===== src/hdl/board_defines.svh =====
// Summary of operation
// - lamp register bit 1 drives the red lamp, bit 0 the green lamp
// - both lamps light at reset, before any software write
// - straps a to d are readable at one jumper sense address
// - jumper sense bit 0 reads one when strap a is fitted
// - jumper sense bit 1 reads one when strap b is fitted
// - jumper sense bit 3 reads zero when strap c is fitted
// - jumper sense bit 4 reads zero when strap d is fitted
// - second sense address bit 0 reads one when strap e is fitted
`ifndef BOARD_DEFINES_SVH
`define BOARD_DEFINES_SVH

// ----------------------------------------
// register byte addresses
// ----------------------------------------
`define JUMPER_SENSE_ADDR 32'h1080_0000
`define JUMPER_SIX_SENSE_ADDR 32'h2280_0000
`define STATUS_LAMP_CONTROL_ADDR 32'h8084_0020

// ----------------------------------------
// field positions
// ----------------------------------------
`define LAMP_GREEN_BIT 0
`define LAMP_RED_BIT 1
`define SENSE_STRAP_A_BIT 0
`define SENSE_STRAP_B_BIT 1
`define SENSE_STRAP_C_BIT 3
`define SENSE_STRAP_D_BIT 4
`define SENSE_STRAP_E_BIT 0

// ----------------------------------------
// reset values
// ----------------------------------------
`define LAMP_RESET 8'h03
`define READ_ZERO 32'h0000_0000

`endif


===== src/hdl/board_types_pkg.sv =====
package board_types_pkg;

   // register selected by a bus address
   typedef enum logic [1:0] {
      SEL_NONE,
      SEL_JUMPER,
      SEL_JUMPER_SIX,
      SEL_LAMP
   } reg_sel_t;

endpackage : board_types_pkg


===== src/hdl/board_led_jumper_status.sv =====
// Design decision made here: the APB interface to the registers.
`timescale 1ns/1ps
`default_nettype none
`include "board_defines.svh"
module board_led_jumper_status
   import board_types_pkg::*;
(
   input wire logic core_clk,
   input wire logic nrst,
   input wire logic psel,
   input wire logic penable,
   input wire logic pwrite,
   input wire logic [31:0] paddr,
   input wire logic [31:0] pwdata,
   input wire logic [3:0] pstrb,
   output logic [31:0] prdata,
   output logic pready,
   output logic pslverr,
   input wire logic option_strap_a,
   input wire logic option_strap_b,
   input wire logic option_strap_c,
   input wire logic option_strap_d,
   input wire logic option_strap_e,
   output logic red_lamp,
   output logic green_lamp
);

   // ----------------------------------------
   // decode and read data
   // ----------------------------------------
   function automatic reg_sel_t addr_decode(input logic [31:0] addr);
      reg_sel_t sel;
      sel = SEL_NONE;
      case (addr)
         `JUMPER_SENSE_ADDR: sel = SEL_JUMPER;
         `JUMPER_SIX_SENSE_ADDR: sel = SEL_JUMPER_SIX;
         `STATUS_LAMP_CONTROL_ADDR: sel = SEL_LAMP;
         default: sel = SEL_NONE;
      endcase
      return sel;
   endfunction

   function automatic logic [31:0] read_word(input reg_sel_t sel, input logic [4:0] fitted,
                                            input logic [7:0] lamp);
      logic [31:0] word;
      word = `READ_ZERO;
      case (sel)
         SEL_JUMPER: begin
            word[`SENSE_STRAP_A_BIT] = fitted[0];
            word[`SENSE_STRAP_B_BIT] = fitted[1];
            word[`SENSE_STRAP_C_BIT] = ~fitted[2];
            word[`SENSE_STRAP_D_BIT] = ~fitted[3];
         end
         SEL_JUMPER_SIX: begin
            word[`SENSE_STRAP_E_BIT] = fitted[4];
         end
         SEL_LAMP: begin
            word[7:0] = lamp;
         end
         default: begin
            word = `READ_ZERO;
         end
      endcase
      return word;
   endfunction

   // ----------------------------------------
   // strap synchronisers and lamp register
   // ----------------------------------------
   logic [4:0] strap_pins;
   logic [4:0] strap_fitted;
   logic [7:0] lamp_value;
   logic lamp_wr_en;

   assign strap_pins = {option_strap_e, option_strap_d, option_strap_c, option_strap_b,
                        option_strap_a};

   strap_sync #(.WIDTH(5)) u_strap_sync (
      .core_clk(core_clk),
      .nrst(nrst),
      .pin_in(strap_pins),
      .level(strap_fitted)
   );

   lamp_reg #(.WIDTH(8)) u_lamp_reg (
      .core_clk(core_clk),
      .nrst(nrst),
      .wr_en(lamp_wr_en),
      .wr_data(pwdata[7:0]),
      .value(lamp_value)
   );

   assign red_lamp = lamp_value[`LAMP_RED_BIT];
   assign green_lamp = lamp_value[`LAMP_GREEN_BIT];

   // ----------------------------------------
   // apb slave, one wait-free access phase
   // ----------------------------------------
   logic setup_phase;
   logic access_done;
   logic [31:0] next_prdata;
   logic next_pready;
   logic next_pslverr;
   reg_sel_t cur_sel;

   always_comb begin
      cur_sel = addr_decode(paddr);
      setup_phase = psel && !penable;
      access_done = psel && penable && pready;
      // sense addresses ignore writes
      lamp_wr_en = access_done && pwrite && (cur_sel == SEL_LAMP) && pstrb[0];
      next_pready = setup_phase;
      next_pslverr = setup_phase && (cur_sel == SEL_NONE);
      next_prdata = prdata;
      if (setup_phase) begin
         next_prdata = pwrite ? `READ_ZERO : read_word(cur_sel, strap_fitted, lamp_value);
      end
   end

   always_ff @(posedge core_clk) begin
      if (!nrst) begin
         prdata <= `READ_ZERO;
         pready <= 1'b0;
         pslverr <= 1'b0;
      end else begin
         prdata <= next_prdata;
         pready <= next_pready;
         pslverr <= next_pslverr;
      end
   end
endmodule // board_led_jumper_status
`default_nettype wire


===== src/hdl/strap_sync.sv =====
`timescale 1ns/1ps
`default_nettype none
module strap_sync #(
   parameter int WIDTH = 5
) (
   input wire logic core_clk,
   input wire logic nrst,
   input wire logic [WIDTH-1:0] pin_in,
   output logic [WIDTH-1:0] level
);

   logic [WIDTH-1:0] stage1;
   logic [WIDTH-1:0] stage2;
   logic [WIDTH-1:0] stage3;
   logic [WIDTH-1:0] next_stage1;
   logic [WIDTH-1:0] next_stage2;
   logic [WIDTH-1:0] next_stage3;
   logic [WIDTH-1:0] next_level;

   // a bit changes only once the second and third stages agree
   always_comb begin
      next_stage1 = pin_in;
      next_stage2 = stage1;
      next_stage3 = stage2;
      next_level = (level & (stage2 ^ stage3)) | (stage3 & ~(stage2 ^ stage3));
   end

   always_ff @(posedge core_clk) begin
      if (!nrst) begin
         stage1 <= '0;
         stage2 <= '0;
         stage3 <= '0;
         level <= '0;
      end else begin
         stage1 <= next_stage1;
         stage2 <= next_stage2;
         stage3 <= next_stage3;
         level <= next_level;
      end
   end
endmodule // strap_sync
`default_nettype wire


===== src/hdl/lamp_reg.sv =====
`timescale 1ns/1ps
`default_nettype none
`include "board_defines.svh"
module lamp_reg #(
   parameter int WIDTH = 8
) (
   input wire logic core_clk,
   input wire logic nrst,
   input wire logic wr_en,
   input wire logic [WIDTH-1:0] wr_data,
   output logic [WIDTH-1:0] value
);

   logic [WIDTH-1:0] next_value;

   always_comb begin
      next_value = wr_en ? wr_data : value;
   end

   always_ff @(posedge core_clk) begin
      if (!nrst) begin
         value <= WIDTH'(`LAMP_RESET);
      end else begin
         value <= next_value;
      end
   end
endmodule // lamp_reg
`default_nettype wire


===== config.mk =====
export PLATFORM = sky130hd
export DESIGN_NAME = board_led_jumper_status
export DESIGN_NICKNAME = d
export VERILOG_FILES = /design/src/hdl/board_types_pkg.sv /design/src/hdl/board_led_jumper_status.sv /design/src/hdl/strap_sync.sv /design/src/hdl/lamp_reg.sv
export VERILOG_INCLUDE_DIRS = /design/src /design/src/hdl
export SDC_FILE = /design/constraint.sdc
export NUM_CORES = 1
export LEC_CHECK = 0
export BUFFER_PORTS_ARGS = -buffer_cell sky130_fd_sc_hd__buf_4
export CORE_ASPECT_RATIO = 0.75
export CORE_UTILIZATION = 41
export DETAILED_ROUTE_END_ITERATION = 7
export PLACE_DENSITY_LB_ADDON = 0.3
export SLEW_MARGIN = 20
export SYNTH_ARGS = -nofsm -noshare
export SYNTH_HDL_FRONTEND = slang
export SYNTH_SLANG_ARGS = --single-unit

===== constraint.sdc =====
create_clock -name core_clk -period 2.06 [get_ports core_clk]
set_clock_uncertainty 0.15 [all_clocks]
set_input_delay 0.206 -clock core_clk [delete_from_list [all_inputs] [get_ports core_clk]]
set_output_delay 0.206 -clock core_clk [all_outputs]
set_load 0.01 [all_outputs]

# Word-level counts from Yosys, hierarchy flattened
# Cells that the tools add are included.
# op_classes
n_eq_ne,6
shift,0
n_addsub,0
bitwise_logic,7
order_cmp,0
muxes,7
multipliers,0
n_div,0
reduce_logical,9
# op_table
cell,n
$eq A32 B29 Y1 const B,1
$eq A32 B30 Y1 const B,1
$eq A32 B32 Y1 const B,1
$and A5 B5 Y5,2
$mux W8,1
$logic_and A1 B1 Y1,7
$pmux W2 S3,1
$not A5 Y5,1
$or A5 B5 Y5,1
$xor A5 B5 Y5,1
$eq A2 B2 Y1 const B,2
$pmux W2 S2,1
$mux W3,1
$pmux W1 S3,1
$eq A2 B1 Y1 const B,1
$logic_not A2 Y1,1
$not A1 Y1,2
$pmux W1 S2,1
$logic_not A1 Y1,1
$mux W1,1
# totals
latch_bits,0
word_cells,37
input_bits,78
ramBits,0
n_memories,0
output_inout_bits,36
regBits,62
romBits,0

# Depth between registers and ports, before layout
# logic_depth
depth_word,5
mapped_depth,5
ltp_nobuf,4

# Hierarchy
# From an unflattened synthesis, not the netlist that was laid out.
# hier_totals
cells_unflattened,165
area_unflattened_um2,1635.3
# modules_own_cells
mod,seq_area_each_um2,cells_per_inst,instances,area_each_um2
board_led_jumper_status,200.2,88,1,732.0
strap_sync,400.4,52,1,606.8
lamp_reg,160.2,25,1,296.5

# Worst setup path before layout
# Ideal clock, no wire load.
# synth_timing
path_kind,in2reg
from,input paddr[21]
to,register u_lamp_reg.value[0]
path_stages,5
setup_slack_ps,549
setup_time_ps,72
path_buffers,1
required_time_ps,1838
arrival_time_ps,1289
cell_sequence,nor4b_2 > and3_4 > and4bb_1 > buf_4 > mux2i_1
# synth_via
elab_chain_cells,5
word_cells_on_any_way,7
classes_between,4 x eq/ne; 1 x mux; 2 x reduce/logical
# synth_lines
element,line_no,source
from (decl),board_led_jumper_status.sv:13,"input wire logic [31:0] paddr,"
$eq A32 B32 Y1 (tied with other cells),board_led_jumper_status.sv:34,case (addr)
$pmux W2 S3 (*),board_led_jumper_status.sv:34,
$eq A2 B2 Y1 (*),board_led_jumper_status.sv:111,lamp_wr_en = access_done && pwrite && (cur_sel == SEL_LAMP) && pstrb[0];
$logic_and A1 B1 Y1 (*) (2 in a row),board_led_jumper_status.sv:111,
to (signal assigned),lamp_reg.sv:22,value <= WIDTH'(`LAMP_RESET);
to (signal assigned),lamp_reg.sv:24,value <= next_value;
to (decl),lamp_reg.sv:11,output logic [WIDTH-1:0] value
# Every way passes the cells marked *; elsewhere a longest branch is shown, timed or not.
# A chain may end at the register's enable or synchronous reset.

# Final worst setup path
# layout_timing
from,input paddr[21]
to,register u_lamp_reg.value[2]
# The elaborated chain is that of the path after synthesis.

==> metrics.md <==
| Metric | Value |
|---|---|
| Seq cells post-synth | 38 |
| Post-route ant nets | 0 |
| Instance area at placement | 2080 um2 |
| VDD IR max | 0.355 mV |
| Final Critical Period | 1.53 ns |
| Critical Path AT | 1.59 ns |
| Period utilization | 74.0% |
| Worst setup SP type | input pin |
| CTS Buf Count | 5 |
| Leading area contributor after synthesis | dfxtp_1 |
| Synth-to-layout area growth | 33.7% |
| Vias/cell | 4.67 |
| Clock sink count | 38 |
| Most used DFF post-synth | dfxtp_1 |
| H-Tree Depth | 2 |
| Total grt overflow | 0 |
| Reg power frac | between 50% and 60% |
| TritonCTS clock tree | yes |
| All-Layer GR Usage | between 10% and 20% |
| First-pass GRT wire length | 4.93 mm |
| Die Y | 57.1 um |
| Post-synth cell types | 35 |
| Met3 GRT Util | under 10% |
| Io pins | 114 |
| Reg clk slew, reported paths | 0.07 ns |
| Sw Ratio | 22.2% |
| Outcome | finished, final reports clean |
| Final design instance area without fill | 2220 um2 |
| Number of synthesized flops with an enable pin | 0 |
| Pwr/cell area | 640 nW/um2 |
| Hold Vio Cnt, Final | 0 |
| DR vias | approximately 1400 |
| CP max stage delay | 0.40 ns |
| Pint | about 1100 uW |
| Clock tree buffer depth | 2 |
| Required @ worst endpoint | roughly 2.1 ns |
| Top Usage Layer GRT | met2 |
| Gate Count Post-Synth | ~180 |
| DRT Wirelength | 3.29 mm |
| Clk root buf | clkbuf_8 |
| Post-DP HPWL | 2.50 mm |
| Cell Chain, Critical Path | buf_4 > nor4b_2 > and3_4 > and4bb_1 > buf_4 > mux2i_1 |
| Initial core utilization | 44.1% |
| P_leak | ~0.00096 uW |
| Mapped cell area | 1660 um2 |
| Sequential cell area | 761 um2 |
| Share of layout cells above drive strength 1 | 29.9% |
| Die span in x | roughly 75 um |
| DR pass1 iterations | 4 |
| RSZ-0062 raised after global routing | no |
| Core area | roughly 3800 um2 |
| ANT cells | 0 |
| Main area contributors after synthesis | dfxtp_1 (46%), buf_4 (11%), nand2_1 (6.1%) |
| Slowest cell on crit path | nor4b_2 |
| Async SR Flop Fraction | 0% |
| Die area | 4300 um2 |
| Rows | 19 |
| Combinational fraction of design power | 10.8% |
| Filler instances | 359 |
| Cell family with most CP delay | simple AND/OR/NAND/NOR gates |
| Number of global-route vias before repair | 1237 |
| Routability cong. | 0.768 |
| Max-slew violations | 0 |
| F_max | 656 MHz |
| YS warnings | 0 |
| DRC viols | 0 |
| Critical path buffers and inverters | 2 |
| Starting DRT DRC Count | 41 |
| Post-Synthesis Mean Instance Area | just over 9 um2 |
| # setup viols final | 0 |
| Max-cap violations | 0 |
| Worst setup EP type | register |
| Nets | 328 |
| P_sw | 315 uW |
| Wirelength per Cell | 10.8 um |
| Met1 GRT Util | roughly 16% |
| GRT met2 Usage | between 20% and 30% |
| Non-filler cells, final | roughly 300 |
| Placed cell count | 290 |
| Most common cell in the synthesized netlist | dfxtp_1 |
| Initial antenna violation count | 0 |
| Setup TNS | 0 ns |
| Most used cell, CP | buf_4 |
| Overall power | 1420 uW |
| Setup CP Type | in -> reg |
| Worst Hold Class | in -> reg |
| Worst skew pair latency | 0.28 ns |
| Largest net degree at the start of global routing | 37 |
| PortBufs | 62 |
| Critical path fanouts, max | 8 |
| Clock share of power | 36.1% |
| Seq/Total Area, Yosys | 45.9% |
| Area of the multi-input gates | 758 um2 |
| Synth cell count leaders | dfxtp_1 (38), nand2_1 (27), buf_4 (25), and2_1 (16), mux2i_1 (8) |
| Cells resized by post-CTS repair | 0 |
| Yosys top cell area share | 45.9% |
power by group through the flow:
stage / combinational (uW) / clock [uW] / sequential, uW
final: 153 / 513 / 753
after global routing: 170 / 563 / 753
after CTS: 153 / 528 / 753
after detailed placement: 146 / 0 / 770
after global placement: 144 / 0 / 769
after floorplan: 92.1 / 0 / 769
through the flow:
step	setup WS (ns)	utilization [%]	hold slack [ns]
5_1_grt	0.423	59.0	0.0178
6_report	0.535	59.0	0.0190
3_3_place_gp	0.275	55.3	0.263
2_1_floorplan	0.549	-	0.183
4_1_cts	0.527	59.0	0.0148
3_5_place_dp	0.232	55.3	0.267
path summary, 6_finish.rpt:
path,cells after the start,end,slack (ns),from
worst max-delay path,6,u_lamp_reg.value[2],0.53,paddr[21]
worst min-delay path,3,u_lamp_reg.value[5],0.02,pwdata[5]
worst max register to register,5,u_lamp_reg.value[2],0.61,pready
worst min register to register,1,u_strap_sync.next_stage3[2],0.28,u_strap_sync.next_stage2[2]
worst reg2reg max path: stages, from the launching register on:
cell and delay [ns]:
dfxtp_1 0.32, and4_1 0.17, and3_1 0.14, and4bb_1 0.19, buf_4 0.20, mux2i_1 0.20
placed cells by master, fill, tap and decap left out, types with 2 or more instances in the layout:
cell           instances
nor2_1                 6
nand4_1                6
a2bb2oi_1              2
nand2_1               27
a21oi_1                5
o21ai_1                5
dlygate4sd3_1          5
o31ai_1                4
dfxtp_1               38
nor3_1                 4
o21ai_0                5
mux2i_1                8
clkbuf_8               6
buf_4                 65
and2_1                16
conb_1                24
and3_1                 3
nor4_1                 4
cells by family (layout without fill, tap and decap cells):
group	count (synthesis)	in the layout	share of synthesized area, %
simple gates	77	77	26.2
flops	38	38	45.9
buf+inv	33	79	13.6
compound gates	25	25	9.28
mux	8	8	4.83
other cells	1	24	0.226
cell type report:
type	count	share of cell area, %
Sequential cell	38	34.3
Clock inverter	1	0.226
Multi-Input combinational cell	134	34.2
Clock buffer	7	3.89
Timing Repair Buffer	70	24.3
Inverter	1	0.169
Tap cell	52	2.93
repair_timing:
item,4_1_cts,5_1_grt
setup buffers,0,0
hold endpoints to repair,5,0
hold buffers,5,0
layer usage:
metal  part of all wire [%]  vias to the layer above
met4                    1.2                        0
met2                     48                       55
met5                      0                        -
met3                    9.1                        5
met1                     42                      638
li1                       -                      717
No activity file was read; power rests on OpenSTA's default activity.
